--- src/core/nand_host_regs.vh ---
`ifndef NAND_HOST_REGS_VH
`define NAND_HOST_REGS_VH

// flash commands
`define CMD_READ_MAIN      8'h00
`define CMD_READ_SPARE     8'h50
`define CMD_ERASE_SETUP    8'h60
`define CMD_ERASE_CONFIRM  8'hd0
`define CMD_STATUS         8'h70
`define CMD_IDENT          8'h90
`define CMD_RESET          8'hff
`define ADDR_IDENT         8'h00

// status byte fields
`define ST_FAIL_BIT        0
`define ST_READY_BIT       6
`define ST_WP_BIT          7
`define ST_RESET_VALUE     8'hc0

// erase block address: flash bits a14..a24 inside a9..a24
`define BLK_LSB            5
`define BLK_WIDTH          11

// control register offsets
`define REG_CTRL           4'h0
`define REG_BLOCK          4'h1
`define REG_STATUS         4'h2
`define REG_FLASH_STATUS   4'h3
`define REG_ID_MAKER       4'h4
`define REG_ID_DEVICE      4'h5

// ctrl write opcodes in wdata[2:0]
`define OP_ERASE           3'h1
`define OP_STATUS          3'h2
`define OP_IDENT           3'h3
`define OP_RESET           3'h4
`define OP_READ_MAIN       3'h5
// ctrl bit 8: write protect release
`define CTRL_WP_BIT        8

// timing
`define T_RECOVER_NS       10000
`define CLK_NS             20
`define RECOVER_CYC        ((`T_RECOVER_NS + `CLK_NS - 1) / `CLK_NS)
`define T_STROBE_CYC       3
`define BUSY_TIMEOUT_CYC   22'h3fffff

`endif

--- src/core/nand_host.v ---
`timescale 1ns/10ps
`include "nand_host_regs.vh"

// Function
// - erase sends 60h then two address cycles carrying the block
// - erase is completed by sending d0h after the address cycles
// - status read: 70h, then read cycles with chip and read enable low
// - host sends 00h before resuming page reads after status mode
// - identification: 90h then a single 00h address cycle
// - write protect low at power up, 10 us before first command
// - while busy only status read and reset are sent
module nand_host (
    // clock and reset
    input  wire        clk_i,
    input  wire        rst_i,
    // register port
    input  wire [3:0]  addr_i,
    input  wire [15:0] wdata_i,
    input  wire        wr_i,
    input  wire        rd_i,
    output reg  [15:0] rdata_o,
    // flash pins
    output reg         ce_n_o,
    output reg         cle_o,
    output reg         ale_o,
    output reg         we_n_o,
    output reg         output_strobe_n_o,
    output reg         wp_n_o,
    output reg  [7:0]  io_o,
    output reg         io_oe_n_o,
    input  wire [7:0]  io_i,
    input  wire        rb_i
);

////////////////////////////////////////////////////////////////////////
// state codes
localparam S_POWER   = 4'd0;
localparam S_IDLE    = 4'd1;
localparam S_WCMD    = 4'd2;
localparam S_WADDR   = 4'd3;
localparam S_WAITB   = 4'd4;
localparam S_WAITR   = 4'd5;
localparam S_READ    = 4'd6;
localparam S_DONE    = 4'd7;

// recovery end and strobe phases, cut to counter width at use
localparam [31:0] REC_LAST = `RECOVER_CYC;
localparam [31:0] PH_LOW   = `T_STROBE_CYC;
localparam [31:0] PH_HIGH  = 2 * `T_STROBE_CYC;
localparam [31:0] PH_END   = 2 * `T_STROBE_CYC + 1;

reg  [3:0]  state;
reg  [13:0] rec_cnt;
reg  [2:0]  ph;
reg  [21:0] tmo;
reg  [2:0]  op;
reg  [1:0]  seq;
reg  [10:0] block;
reg  [7:0]  flash_status;
reg  [7:0]  id_maker;
reg  [7:0]  id_device;
reg         busy;
reg         err;
reg         wp_rel;
reg         status_mode;
reg  [7:0]  byte_out;
reg         byte_cmd;
reg  [2:0]  rb_sync;
reg         rb_level;
reg  [7:0]  io_s1;
reg  [7:0]  io_s2;
reg  [7:0]  io_s3;
reg  [7:0]  io_level;

////////////////////////////////////////////////////////////////////////
// pin synchronisers
always @(posedge clk_i) begin
    if (rst_i) begin
        rb_sync  <= 3'h7;
        rb_level <= 1'b1;
        io_s1    <= 8'h00;
        io_s2    <= 8'h00;
        io_s3    <= 8'h00;
        io_level <= 8'h00;
    end else begin
        rb_sync <= {rb_sync[1:0], rb_i};
        if (rb_sync[2] == rb_sync[1])
            rb_level <= rb_sync[1];
        io_s1 <= io_i;
        io_s2 <= io_s1;
        io_s3 <= io_s2;
        if (io_s3 == io_s2)
            io_level <= io_s2;
    end
end

////////////////////////////////////////////////////////////////////////
// register reads
always @(posedge clk_i) begin
    if (rst_i) begin
        rdata_o <= 16'h0000;
    end else if (rd_i) begin
        case (addr_i)
            `REG_CTRL:         rdata_o <= {7'h00, wp_rel, 5'h00, op};
            `REG_BLOCK:        rdata_o <= {5'h00, block};
            `REG_STATUS:       rdata_o <= {13'h0000, status_mode, err, busy};
            `REG_FLASH_STATUS: rdata_o <= {8'h00, flash_status};
            `REG_ID_MAKER:     rdata_o <= {8'h00, id_maker};
            `REG_ID_DEVICE:    rdata_o <= {8'h00, id_device};
            default:           rdata_o <= 16'h0000;
        endcase
    end else begin
        rdata_o <= 16'h0000;
    end
end

////////////////////////////////////////////////////////////////////////
// sequencer
always @(posedge clk_i) begin
    if (rst_i) begin
        state             <= S_POWER;
        rec_cnt           <= 14'h0000;
        ph                <= 3'h0;
        tmo               <= 22'h000000;
        op                <= 3'h0;
        seq               <= 2'h0;
        block             <= 11'h000;
        flash_status      <= 8'h00;
        id_maker          <= 8'h00;
        id_device         <= 8'h00;
        busy              <= 1'b1;
        err               <= 1'b0;
        wp_rel            <= 1'b0;
        status_mode       <= 1'b0;
        byte_out          <= 8'h00;
        byte_cmd          <= 1'b0;
        ce_n_o            <= 1'b1;
        cle_o             <= 1'b0;
        ale_o             <= 1'b0;
        we_n_o            <= 1'b1;
        output_strobe_n_o <= 1'b1;
        wp_n_o            <= 1'b0;
        io_o              <= 8'h00;
        io_oe_n_o         <= 1'b1;
    end else begin
        if (wr_i && addr_i == `REG_BLOCK && !busy)
            block <= wdata_i[10:0];
        if (wr_i && addr_i == `REG_CTRL)
            wp_rel <= wdata_i[`CTRL_WP_BIT];
        case (state)
            S_POWER: begin
                if (rec_cnt == REC_LAST[13:0]) begin
                    state <= S_IDLE;
                    busy  <= 1'b0;
                end else begin
                    rec_cnt <= rec_cnt + 14'h0001;
                end
            end
            S_IDLE: begin
                wp_n_o <= wp_rel;
                if (wr_i && addr_i == `REG_CTRL && wdata_i[2:0] != 3'h0) begin
                    op     <= wdata_i[2:0];
                    seq    <= 2'h0;
                    ce_n_o <= 1'b0;
                    busy   <= 1'b1;
                    err    <= 1'b0;
                    status_mode <= 1'b0;
                    state  <= S_WCMD;
                    byte_cmd  <= 1'b1;
                    io_oe_n_o <= 1'b0;
                    case (wdata_i[2:0])
                        `OP_ERASE:  byte_out <= `CMD_ERASE_SETUP;
                        `OP_STATUS: byte_out <= `CMD_STATUS;
                        `OP_IDENT:  byte_out <= `CMD_IDENT;
                        `OP_RESET:  byte_out <= `CMD_RESET;
                        default:    byte_out <= `CMD_READ_MAIN;
                    endcase
                end
            end
            S_WCMD, S_WADDR: begin
                // one write cycle: setup, strobe low, strobe high
                ph <= ph + 3'h1;
                if (ph == 3'h0) begin
                    cle_o <= byte_cmd;
                    ale_o <= ~byte_cmd;
                    io_o  <= byte_out;
                end else if (ph == PH_LOW[2:0]) begin
                    we_n_o <= 1'b0;
                end else if (ph == PH_HIGH[2:0]) begin
                    we_n_o <= 1'b1;
                end else if (ph == PH_END[2:0]) begin
                    ph    <= 3'h0;
                    cle_o <= 1'b0;
                    ale_o <= 1'b0;
                    seq   <= seq + 2'h1;
                    tmo   <= 22'h000000;
                    byte_cmd <= 1'b0;
                    case (op)
                        `OP_ERASE: begin
                            if (seq == 2'h0) begin
                                byte_out <= {block[2:0], {`BLK_LSB{1'b0}}};
                                state <= S_WADDR;
                            end else if (seq == 2'h1) begin
                                byte_out <= block[10:3];
                            end else if (seq == 2'h2) begin
                                byte_out <= `CMD_ERASE_CONFIRM;
                                byte_cmd <= 1'b1;
                                state <= S_WCMD;
                            end else begin
                                io_oe_n_o <= 1'b1;
                                state <= S_WAITB;
                            end
                        end
                        `OP_IDENT: begin
                            if (seq == 2'h0) begin
                                byte_out <= `ADDR_IDENT;
                                state <= S_WADDR;
                            end else begin
                                io_oe_n_o <= 1'b1;
                                state <= S_READ;
                            end
                        end
                        `OP_RESET: begin
                            io_oe_n_o <= 1'b1;
                            state <= S_WAITB;
                        end
                        `OP_STATUS: begin
                            io_oe_n_o <= 1'b1;
                            status_mode <= 1'b1;
                            state <= S_READ;
                        end
                        default: begin
                            io_oe_n_o <= 1'b1;
                            status_mode <= 1'b0;
                            state <= S_DONE;
                        end
                    endcase
                end
            end
            S_WAITB: begin
                // busy may be too short to see; give it a bounded window
                tmo <= tmo + 22'h000001;
                if (!rb_level || tmo == 22'h0000ff)
                    state <= S_WAITR;
            end
            S_WAITR: begin
                tmo <= tmo + 22'h000001;
                if (rb_level) begin
                    op    <= `OP_STATUS;
                    state <= S_WCMD;
                    byte_out  <= `CMD_STATUS;
                    byte_cmd  <= 1'b1;
                    io_oe_n_o <= 1'b0;
                    seq   <= 2'h0;
                end else if (tmo == `BUSY_TIMEOUT_CYC) begin
                    err   <= 1'b1;
                    state <= S_DONE;
                end
            end
            S_READ: begin
                ph <= ph + 3'h1;
                if (ph == 3'h0) begin
                    output_strobe_n_o <= 1'b0;
                end else if (ph == PH_HIGH[2:0]) begin
                    output_strobe_n_o <= 1'b1;
                    ph <= 3'h0;
                    if (status_mode) begin
                        flash_status <= io_level;
                        if (io_level[`ST_READY_BIT])
                            state <= S_DONE;
                    end else if (seq == 2'h2) begin
                        id_maker <= io_level;
                        seq <= 2'h3;
                    end else begin
                        id_device <= io_level;
                        state <= S_DONE;
                    end
                end
            end
            S_DONE: begin
                if (status_mode)
                    err <= err | flash_status[`ST_FAIL_BIT];
                ce_n_o <= 1'b1;
                busy   <= 1'b0;
                state  <= S_IDLE;
            end
            default: state <= S_IDLE;
        endcase
    end
end

endmodule // nand_host

--- config.mk ---
export PLATFORM = sky130hd
export DESIGN_NAME = nand_host
export DESIGN_NICKNAME = d
export VERILOG_FILES = /design/src/core/nand_host.v
export VERILOG_INCLUDE_DIRS = /design/src /design/src/core
export SDC_FILE = /design/constraint.sdc
export NUM_CORES = 1
export LEC_CHECK = 0
export BUFFER_PORTS_ARGS = -buffer_cell sky130_fd_sc_hd__buf_2
export CAP_MARGIN = 10
export CORE_UTILIZATION = 30
export DETAILED_ROUTE_END_ITERATION = 10
export GPL_TIMING_DRIVEN = 0
export PLACE_DENSITY = 0.48
export SLEW_MARGIN = 20
export SYNTH_ARGS = -nofsm -noshare
export SYNTH_HDL_FRONTEND = slang
export SYNTH_SLANG_ARGS = --single-unit
--- constraint.sdc ---
create_clock -name clk_i -period 2.9 [get_ports clk_i]
set_input_delay 0.145 -clock clk_i [delete_from_list [all_inputs] [get_ports clk_i]]
set_output_delay 0.145 -clock clk_i [all_outputs]
set_load 0.03 [all_outputs]
# After elaboration in Yosys (flattened, before gate mapping)
# Index checks and enable logic that the tools add are counted.
[op_classes]
n_addsub = 4
eq_ne = 59
mux = 104
bitwise_logic = 7
reduce_logical = 47
[op_table]
columns = ["cell", "n"]
rows = [
  ["22-bit 2-to-1 mux", 4],
  ["8-bit 2-to-1 mux", 10],
  ["11-bit case mux with 6 select lines", 1],
  ["4-bit 2-to-1 mux", 16],
  ["22-bit case mux with 2 select lines", 1],
  ["1-bit 2-to-1 mux", 36],
  ["2-bit != test (second input constant)", 17],
  ["8-bit case mux with 4 select lines", 1],
  ["3-bit 2-to-1 mux", 10],
  ["4-bit by 3-bit equality test with 1-bit output (second input constant)", 6],
  ["3-bit != test (second input constant)", 8],
  ["4-bit case mux with 6 select lines", 1],
  ["8-bit case mux with 3 select lines", 1],
  ["22-bit by 1-bit adder with 22-bit output (second input constant)", 1],
  ["22-bit equality test (second input constant)", 1],
  ["22-bit by 8-bit equality test with 1-bit output (second input constant)", 1],
  ["11-bit AND reduction", 2],
  ["2-bit 2-to-1 mux", 10],
  ["5-bit AND reduction", 4],
  ["4-bit by 2-bit equality test with 1-bit output (second input constant)", 4],
  ["4-bit case mux with 4 select lines", 1],
  ["8-bit case mux with 2 select lines", 1],
  ["2-bit nonzero test", 8],
  ["3-bit by 2-bit equality test with 1-bit output (second input constant)", 5],
  ["37 further kinds", 71],
]
[totals]
ff_bits = 163
output_inout_bits = 31

# Depth between registers and ports, before layout
# Gate-level depths: netlist (run 1).
[logic_depth]
ltp_word = 10
mapped_depth = 9

# Worst setup path after synthesis (run 1)
# No wires, ideal clock.
[synth_path]
path_kind = "flip-flop to flip-flop"
start = "reg ph[2]"
end = "reg state[2]"
setup_time_ns = 0.070
t_arrival_ns = 2.247
required_ns = 2.830
slack_ns = 0.582
stages_incl_launch_ff = 10
n_path_buf = 1
cell_sequence = "dfxtp_1 clkbuf_1 inv_1 ha_1 nand2b_1 or3_1 a41oi_1 nand4_2 or3_1 a21oi_1"
[synth_via]
elab_chain_len = 3
elab_cells_between_ends = 11
cone_classes = "eq/ne (9); reduce/logical (2)"
[synth_lines]
columns = ["item", "line", "source"]
rows = [
  ["start: declaration", "nand_host.v:54", "reg [2:0] ph;"],
  ["start signal: assignment", "nand_host.v:182", "ph <= ph + 3'h1;"],
  ["start signal: assignment", "nand_host.v:261", "ph <= ph + 3'h1;"],
  ["3-bit equality test (tied with other cells)", "nand_host.v:189, nand_host.v:264", ""],
  ["2-bit != test (no source line)", "n/a", ""],
  ["13-bit AND reduction (no source line) *", "n/a", ""],
  ["end signal: assignment", "nand_host.v:202", "state <= S_WADDR;"],
  ["end signal: assignment", "nand_host.v:270", "state <= S_DONE;"],
  ["end signal: assignment", "nand_host.v:276", "state <= S_DONE;"],
  ["end: declaration", "nand_host.v:52", "reg [3:0] state;"],
]
# Mark *: on every way between the ends. The rest lies on a longest branch, timed or not.
# A chain may end at the register's enable or synchronous reset.

# Worst setup path after layout (run 1)
[layout_path]
start = "reg ph[2]"
end = "reg tmo[18]"
[layout_via]
elab_chain_len = 3
elab_cells_between_ends = 9
cone_classes = "eq/ne (7); reduce/logical (2)"
[layout_lines]
columns = ["item", "line", "source"]
rows = [
  ["3-bit equality test (tied with other cells)", "nand_host.v:189", "end else if (ph == PH_HIGH[2:0]) begin"],
  ["2-bit != test (no source line)", "n/a", ""],
  ["5-bit AND reduction (no source line) *", "n/a", ""],
  ["end signal: assignment", "nand_host.v:242", "tmo <= tmo + 22'h000001;"],
  ["end signal: assignment", "nand_host.v:247", "tmo <= tmo + 22'h000001;"],
  ["end: declaration", "nand_host.v:55", "reg [21:0] tmo;"],
]
# Marked as above.

==> impl_metrics.py, run 1 <==
metrics = {
    "drt": {
        "drtIter0Drc": 394,
        "vias": 5694,
        "ant_nets": 0,
        "vias_per_cell": 4.842,
        "first_pass_iters": 5,
        "route.detailed.drc": 0,
        "drt-total-wl_um": 18050,
        "wl_per_cell_um": 15.35,
    },
    "timing": {
        "worstMarginPinSlew_ns": 0.9180,
        "fmax_mhz": 382.0,
        "finalMaxSlewViolations": 0,
        "hold_viol_final": 0,
        "whs_ns": 0.02376,
        "finalCritPeriodShare_pct": 90.26,
        "period_minus_slack_ns": 2.618,
        "rsz0062_at_grt": "false",
        "relSlewSlack_pct": 38.57,
        "skew_ns": 0.01418,
        "setup_viol": 0,
    },
    "floorplanning": {
        "io_pins": 64,
        "die_x_um": 154.2,
        "die_area_um2": 23760,
        "die_y_um": 154.2,
        "core_um2": 22640,
        "num_rows": 55,
        "start_util_pct": 30.68,
    },
    "logic_synthesis": {
        "syn_avg_cell_area_um2": 8.825,
        "syn_area_um2": 6945,
        "syn-instance-count": 787,
        "ys_types": 66,
        "yosysSeqAreaShare_pct": 45.25,
        "ys.flop_type": "dfxtp_1",
        "yosys_warnings": 0,
        "async_flop_share_pct": 0,
        "synth_edf_count": 0,
        "ys_ff_latch": 157,
    },
    "placed_design": {
        "place_congestion": 0.8291,
        "io_buffer_count": 50,
        "post_dp_cell_area_um2": 7567,
        "dp_hpwl_um": 13150,
    },
    "cells_and_area": {
        "fin_util_pct": 36.96,
        "multiInputGateArea_um2": 3593,
        "final_cell_mix": "157 x dfxtp_1, 126 x nor2_1, 57 x mux2i_1, 57 x nand2_1, 50 x buf_2",
        "area_growth_pct": 20.48,
        "final_common_cell": "dfxtp_1",
        "seq_area_um2": 3143,
        "fillers": 2329,
        "diodes": 0,
        "drive_gt1_share_pct": 12.35,
        "fin_nets": 925,
        "finalInstanceArea_um2": 8368,
    },
    "clock_network": {
        "clkSinkCount": 157,
        "clk_pin_slew_worst_paths_ns": 0.06,
        "tritoncts": "done",
        "htreeDepth": 4,
        "worstSkewPairLatency_ns": 0.43,
        "clock_tree.root_cell": "clkbuf_16",
        "clockBufferDepth": 2,
        "cts_buffers": 17,
    },
    "critical_path": {
        "r2r_end": "tmo[18]",
        "crit_path_start": "ph[2]",
        "crit_fanout": 10,
        "rr_worst_depth": 9,
        "arrival_ns": 2.92,
        "critPathCapture": "tmo[18]",
        "reg2reg_slack_ns": 0.28,
        "criticalPathCategory": "reg2reg",
        "end_kind": "flip-flop",
        "setup.worst_path.start_class": "flip-flop",
        "reg2reg_from": "ph[2]",
        "worstPathRequired_ns": 3.20,
    },
    "global_route": {
        "gr-total-overflow": 0,
        "antenna_found_initial": 0,
        "grt_pass1_vias": 5425,
        "grt_pass1_wl_um": 29160,
        "grt_max_degree": 17,
        "grt_usage_pct": 15.81,
    },
    "hold_path": {
        "hold_depth": 3,
        "hold_path.class": "in2reg",
    },
    "status": {
        "status": "completed",
    },
    "job": {
        "drv_cap": 0,
    },
    "pwr": {
        "power.density_nw_per_um2": 650.5,
        "cellLeakagePower_nw": 3.198,
        "ir_worst_vdd_mv": 0.2616,
    },
}
## where the power goes
group | leakage, nW | switching [W] | total [W] | internal (W)
sequential | 1.27 | 0.0000825 | 0.00236 | 0.00228
combinational | 1.64 | 0.000498 | 0.000803 | 0.000305
clock | 0.285 | 0.000964 | 0.00228 | 0.00131
## synthesized netlist by cell type (4+ instances only)
cell type / count / share of area [%]
a22o_1: 4 / 0.50
dfxtp_1: 157 / 45
nand2b_1: 10 / 0.90
nor2b_1: 34 / 3.1
nand2_1: 57 / 3.1
nand3_1: 24 / 1.7
nand4_1: 18 / 1.6
and2_1: 7 / 0.63
nor2_1: 126 / 6.8
mux2i_1: 57 / 8.2
nor3_1: 13 / 0.94
xor2_1: 16 / 2.0
o22a_1: 6 / 0.76
xnor2_1: 20 / 2.5
or2_2: 6 / 0.54
buf_4: 5 / 0.54
clkbuf_1: 32 / 1.7
buf_1: 7 / 0.38
inv_1: 17 / 0.92
mux2_2: 5 / 0.81
a211oi_1: 6 / 0.65
o21ai_0: 31 / 2.2
or3_1: 9 / 0.81
nor4_1: 6 / 0.54
a21oi_1: 42 / 3.0
ha_1: 14 / 2.5
## metrics by stage
stage,std cells,power (W),setup TNS (ns),worst slack (ns)
after floorplan,791,0.002956,0,0.5825
after global placement,1126,0.003186,-2.360,-0.2417
after CTS,1175,0.005506,0,0.01563
after detailed placement,1126,0.003185,-1.934,-0.2045
final,1176,0.005443,0,0.2823
after global routing,1176,0.005722,0,0.06872
## cell families after synthesis
group                      synth area share [%]
buffers and inverters                     3.567
and+or+nand+nor                           22.88
other                                   0.05399
DFF                                       45.25
adders and majority gates                 2.522
AOI/OAI and AO/OA                         12.16
xor gates and xnor gates                  4.540
muxes                                     9.025
## state kept, by name, indices dropped and copies added (netlist names), 11 cells and up
register  cells
block        11
rdata_o      11
rec_cnt      14
tmo          22
## what timing repair did
item | CTS | global route
endpoints found under the setup margin | 10 | 19
buffers inserted | 0 | 1
endpoints found under the hold margin | 18 | 0
pin swaps | 0 | 1
hold buffers | 17 | 0
gates resized for setup | 1 | 6
## metal layers
metal	wire length (um)	GRT usage, %	up-vias
li1	-	-	2908
met2	8459	26.15	74
met1	8849	20.82	2700
met4	155	4.381	0
met5	0	0	-
met3	588	3.185	12
## area by class of cell
class / count / area share [%]
Buffer: 44 / 2.228
Sequential cell: 157 / 37.56
Clock inverter: 13 / 1.839
Clock buffer: 19 / 5.293
Tap cell: 285 / 4.261
Timing Repair Buffer: 68 / 5.114
Multi-Input combinational cell: 573 / 42.94
Inverter: 17 / 0.7626
## critical path, stage by stage, from the launching register on
cell	delay [ns]
dfxtp_1	0.33
clkbuf_1	0.30
inv_1	0.08
ha_1	0.23
nand2b_1	0.24
nor2_1	0.33
nand2_1	0.23
o21ai_4	0.38
clkbuf_2	0.31
nor2_1	0.08
## worst min path at each step
stage	from	end	slack [ns]
finish	wdata_i[2]	op[2]	0.02
global route	wdata_i[2]	op[2]	0.02
CTS	wdata_i[2]	op[2]	0.004
detailed placement	io_i[7]	io_s1[7]	0.36
global placement	io_i[6]	io_s1[6]	0.36
floorplan	rb_i	rb_sync[0]	0.25
No activity file was read; power rests on OpenSTA's default activity.
==> run 2: changes to the inputs <==
--- a/config.mk
+++ b/config.mk
@@ -12,6 +12,7 @@
 export DETAILED_ROUTE_END_ITERATION = 10
 export GPL_TIMING_DRIVEN = 0
 export PLACE_DENSITY = 0.48
+export RECOVER_POWER = 100
 export SLEW_MARGIN = 20
 export SYNTH_ARGS = -nofsm -noshare
 export SYNTH_HDL_FRONTEND = slang
==> impl_metrics.py, run 2 (synthesized netlist as in run 1, its figures left out) <==
metrics = {
    "drt": {
        "ant_nets": 0,
        "wl_met1_um": 8939,
        "drt-total-wl_um": 18160,
        "route.detailed.drc": 0,
        "routed.top_layer": "met4",
        "first_pass_iters": 5,
        "dr_wl_met3_um": 551,
        "met2_length_um": 8509,
        "drtIter0Drc": 352,
        "wl_per_cell_um": 15.44,
        "vias": 5723,
        "vias_per_cell": 4.866,
    },
    "cells_and_area": {
        "largestRegisters": "tmo (22), rec_cnt (14)",
        "final_cell_mix": "157 x dfxtp_1, 126 x nor2_1, 64 x clkbuf_1",
        "fin_nets": 925,
        "final_common_cell": "dfxtp_1",
        "area_growth_pct": 19.80,
        "finalInstanceArea_um2": 8320,
        "diodes": 0,
        "drive_gt1_share_pct": 8.979,
        "fin_cells": 1176,
        "top_register": "tmo",
        "largest_reg_flops": 22,
    },
    "placed_design": {
        "io_buffer_count": 50,
        "place_congestion": 0.8291,
        "post_dp_cell_area_um2": 7567,
        "dp_hpwl_um": 13150,
        "dp_cells": 1126,
    },
    "floorplanning": {
        "core_um2": 22640,
        "start_util_pct": 30.68,
        "io_pins": 64,
        "die_y_um": 154.2,
        "die_x_um": 154.2,
        "num_rows": 55,
        "die_area_um2": 23760,
    },
    "clock_network": {
        "worstSkewPairLatency_ns": 0.43,
        "tritoncts": "done",
        "clk_pin_slew_worst_paths_ns": 0.06,
        "clkSinkCount": 157,
        "htreeDepth": 4,
        "cts_buffers": 17,
        "clock_tree.root_cell": "clkbuf_16",
        "clockBufferDepth": 2,
    },
    "critical_path": {
        "setup.worst_path.start_class": "flip-flop",
        "criticalPathCategory": "reg2reg",
        "crit_fanout": 9,
        "arrival_ns": 3.03,
        "worstPathRequired_ns": 3.24,
        "end_kind": "flip-flop",
    },
    "global_route": {
        "antenna_found_initial": 0,
        "grt_max_degree": 17,
        "grt_pass1_vias": 5425,
        "grt_usage_pct": 15.81,
        "gr-total-overflow": 0,
        "grt_pass1_wl_um": 29160,
    },
    "timing": {
        "hold_viol_final": 0,
        "setup_viol": 0,
        "relSlewSlack_pct": 38.67,
        "skew_ns": 0.01444,
        "finalMaxSlewViolations": 0,
        "rsz0062_at_grt": "false",
        "period_minus_slack_ns": 2.685,
        "finalCritPeriodShare_pct": 92.59,
        "worstMarginPinSlew_ns": 0.9166,
        "setup_tns_ns": 0,
        "fmax_mhz": 372.4,
    },
    "pwr": {
        "power.density_nw_per_um2": 654.2,
        "ir_worst_vdd_mv": 0.2617,
        "p_sw_w": 0.001548,
        "cellLeakagePower_nw": 3.084,
        "p_clk_share_pct": 41.9,
        "seqPwrFrac_pct": 43.4,
        "internal_power_w": 0.003896,
        "combPwrFrac_pct": 14.7,
        "switching_share_pct": 28.43,
    },
    "job": {
        "drv_cap": 0,
    },
    "status": {
        "status": "completed",
    },
    "hold_path": {
        "hold_path.class": "in2reg",
    },
}
## run 2: final timing paths
kind         startpoint    endpoint  slack (ns)  cells after the start
max               ph[2]    state[2]        0.21                      9
min          wdata_i[2]       op[2]        0.03                      3
max reg2reg       ph[2]    state[2]        0.21                      9
min reg2reg  rb_sync[0]  rb_sync[1]        0.42                      1
## run 2: worst max-delay path: stages (launching register included)
cell and delay (ns):
dfxtp_1 0.33, clkbuf_1 0.30, inv_1 0.08, ha_1 0.23
nand2b_1 0.24, or3_1 0.39, a41oi_1 0.22, nand4_1 0.26
or3_1 0.41, a21oi_1 0.14
## run 2: layout make-up
type	count	area [um2]
tap	285	356.6
clock buffer	19	442.9
buffer	44	186.4
inverter	17	63.81
timing repair buffer	68	390.4
multi-input combinational	573	3583
clock inverter	13	153.9
fill	2352	14320
sequential	157	3143
## run 2: power by group through the flow
stage	Clock [W]	Sequential, W	Combinational [W]
2_1_floorplan	0	0.00240	0.000555
3_3_place_gp	0	0.00241	0.000777
3_5_place_dp	0	0.00241	0.000776
4_1_cts	0.00234	0.00236	0.000800
5_1_grt	0.00244	0.00238	0.000898
6_report	0.00228	0.00236	0.000802
## run 2: what timing repair did
action,CTS,global route
pin swaps,0,1
setup endpoints to repair,10,19
hold buffers,17,0
buffers inserted,0,1
hold endpoints to repair,18,0
gates resized for setup,1,6
## run 2: through the flow
| stage | hold WS, ns | total power [W] | utilization [%] | setup WS, ns |
|---|---|---|---|---|
| after floorplan | 0.2488 | 0.002956 | - | 0.5825 |
| after global placement | 0.3643 | 0.003186 | 33.42 | -0.2417 |
| after detailed placement | 0.3619 | 0.003185 | 33.42 | -0.2045 |
| after CTS | 0.004072 | 0.005506 | 36.83 | 0.01563 |
| after global routing | 0.01942 | 0.005716 | 36.75 | 0.05311 |
| final | 0.02520 | 0.005443 | 36.75 | 0.2148 |
## run 2: routing by layer
metal / vias up / GRT usage [%]
met5: - / 0
met4: 0 / 4.381
met3: 12 / 3.185
met2: 78 / 26.15
met1: 2726 / 20.82
li1: 2907 / -
==> run 3: changes to the inputs <==
--- a/config.mk
+++ b/config.mk
@@ -8,10 +8,10 @@
 export LEC_CHECK = 0
 export BUFFER_PORTS_ARGS = -buffer_cell sky130_fd_sc_hd__buf_2
 export CAP_MARGIN = 10
-export CORE_UTILIZATION = 30
+export CORE_UTILIZATION = 59
 export DETAILED_ROUTE_END_ITERATION = 10
 export GPL_TIMING_DRIVEN = 0
-export PLACE_DENSITY = 0.48
+export PLACE_DENSITY = 0.81
 export RECOVER_POWER = 100
 export SLEW_MARGIN = 20
 export SYNTH_ARGS = -nofsm -noshare
==> impl_metrics.py, run 3 (synthesized netlist as in run 1, its figures left out) <==
metrics = {
    "drt": {
        "first_pass_iters": 5,
        "vias": 6048,
        "route.detailed.drc": 0,
        "ant_nets": 0,
        "wl_per_cell_um": 16.54,
        "drt-total-wl_um": 17090,
        "drtIter0Drc": 426,
        "vias_per_cell": 5.855,
    },
    "placed_design": {
        "dp_hpwl_um": 12130,
        "io_buffer_count": 50,
        "dp_slack_ns": -0.1428,
        "place_congestion": 0.9084,
    },
    "pwr": {
        "cellLeakagePower_nw": 3.082,
        "ir_worst_vdd_mv": 0.6204,
        "power.density_nw_per_um2": 655.4,
        "power_w": 0.005324,
    },
    "critical_path": {
        "arrival_ns": 3.03,
        "end_kind": "flip-flop",
        "r2r_end": "tmo[21]",
        "crit_fanout": 10,
        "rr_worst_depth": 9,
        "reg2reg_from": "ph[2]",
        "worstPathRequired_ns": 3.20,
        "setup.worst_path.start_class": "flip-flop",
        "criticalPathCategory": "reg2reg",
        "reg2reg_slack_ns": 0.17,
    },
    "clock_network": {
        "cts_buffers": 17,
        "clkSinkCount": 157,
        "clk_pin_slew_worst_paths_ns": 0.06,
        "worstSkewPairLatency_ns": 0.43,
        "htreeDepth": 4,
        "postCtsSetupRepairBufs": 0,
        "clock_tree.root_cell": "clkbuf_16",
        "clockBufferDepth": 2,
        "tritoncts": "done",
    },
    "timing": {
        "relSlewSlack_pct": 36.08,
        "skew_ns": 0.007581,
        "finalCritPeriodShare_pct": 94.19,
        "fmax_mhz": 366.1,
        "rsz0062_at_grt": "false",
        "worst_slack_ns": 0.1686,
        "period_minus_slack_ns": 2.731,
        "setup_viol": 0,
        "finalMaxSlewViolations": 0,
        "worstMarginPinSlew_ns": 0.9553,
        "hold_viol_final": 0,
    },
    "global_route": {
        "use_met1_pct": 36.08,
        "use_met2_pct": 48.45,
        "grt_pass1_wl_um": 28690,
        "grt_max_degree": 17,
        "gr-total-overflow": 0,
        "grt_pass1_vias": 6004,
        "antenna_found_initial": 0,
        "busiest_layer": "met2",
        "grt.met3_usage_pct": 7.464,
        "grt_usage_pct": 29.34,
    },
    "floorplanning": {
        "io_pins": 64,
        "die_x_um": 110.5,
        "start_util_pct": 60.57,
        "die_y_um": 110.5,
        "die_area_um2": 12210,
        "core_um2": 11470,
        "num_rows": 39,
    },
    "hold_path": {
        "min-delay-start": "wdata_i[2]",
        "hold_depth": 3,
        "hold_path.class": "in2reg",
        "hold_path_end": "op[2]",
    },
    "cells_and_area": {
        "area_growth_pct": 16.97,
        "fin_nets": 924,
        "top_register": "tmo",
        "final_cell_mix": "157 x dfxtp_1, 126 x nor2_1, 64 x clkbuf_1",
        "final_common_cell": "dfxtp_1",
        "largest_reg_flops": 22,
        "largestRegisters": "tmo (22), rec_cnt (14)",
        "drive_gt1_share_pct": 8.989,
        "fillers": 865,
        "diodes": 0,
    },
    "job": {
        "drv_cap": 0,
    },
    "status": {
        "status": "completed",
    },
}
## run 3: cell types whose count changed in the layout (fill, tap and decap cells not counted), sizes merged
cell / before / now
inv: 23 / 22
clkinv: 2 / 5
clkinvlp: 3 / 1
bufinv: 2 / 1
## run 3: layer usage
layer  wire [um]  share of wire (%)  vias up
met5           0                  0        -
met4         425                2.5        0
li1            -                  -     2900
met3        1170                6.8       40
met1        7222                 42     2880
met2        8268                 48      228
## run 3: power breakdown
part / switching [W] / internal [W] / leakage (nW)
clock network: 0.000932 / 0.00123 / 0.281
logic: 0.000502 / 0.000302 / 1.53
registers: 0.0000782 / 0.00228 / 1.27
total: 0.00151 / 0.00381 / 3.08
## run 3: worst max path at each step
stage,from,to,slack [ns],cells past startpoint
after global placement,ph[2],tmo[18],0.04,9
after CTS,ph[2],byte_out[5],0.04,9
after global routing,ph[2],tmo[13],0.008,8
after floorplan,ph[2],state[2],0.58,9
after detailed placement,ph[2],tmo[20],-0.14,9
final,ph[2],tmo[21],0.17,9
## run 3: what timing repair did
item,CTS,global route
hold buffers,17,0
pin swaps,0,1
hold endpoints to repair,18,0
endpoints found under the setup margin,10,20
gates resized for setup,1,6
## run 3: final cells by class
class / count / area (um2) / share of cell area [%]
Buffer: 44 / 186.4 / 2.295
Clock buffer: 20 / 446.7 / 5.498
Clock inverter: 12 / 128.9 / 1.586
Inverter: 17 / 63.81 / 0.7855
Multi-Input combinational cell: 573 / 3590 / 44.19
Sequential cell: 157 / 3143 / 38.69
Tap cell: 143 / 178.9 / 2.202
Timing Repair Buffer: 67 / 386.6 / 4.759
## run 3: stage by stage
stage,hold slack (ns),util [%],cell area [um2],setup TNS [ns],cells
3_3_place_gp,0.3363,64.44,7390,0,984
6_report,0.03248,70.85,8124,0,1033
3_5_place_dp,0.3468,64.44,7390,-1.347,984
2_1_floorplan,0.2488,-,6960,0,791
4_1_cts,0.01919,70.98,8139,0,1033
5_1_grt,0.02724,70.85,8124,0,1033
## run 3: critical path, cell delays in order (launching register included)
cell and delay (ns):
dfxtp_1 0.35, clkbuf_1 0.31, inv_1 0.09, ha_1 0.23, nand2b_1 0.25, o31ai_4 0.45, nand4_1 0.38, nor3_1 0.32
xnor2_1 0.16, nor2_1 0.07
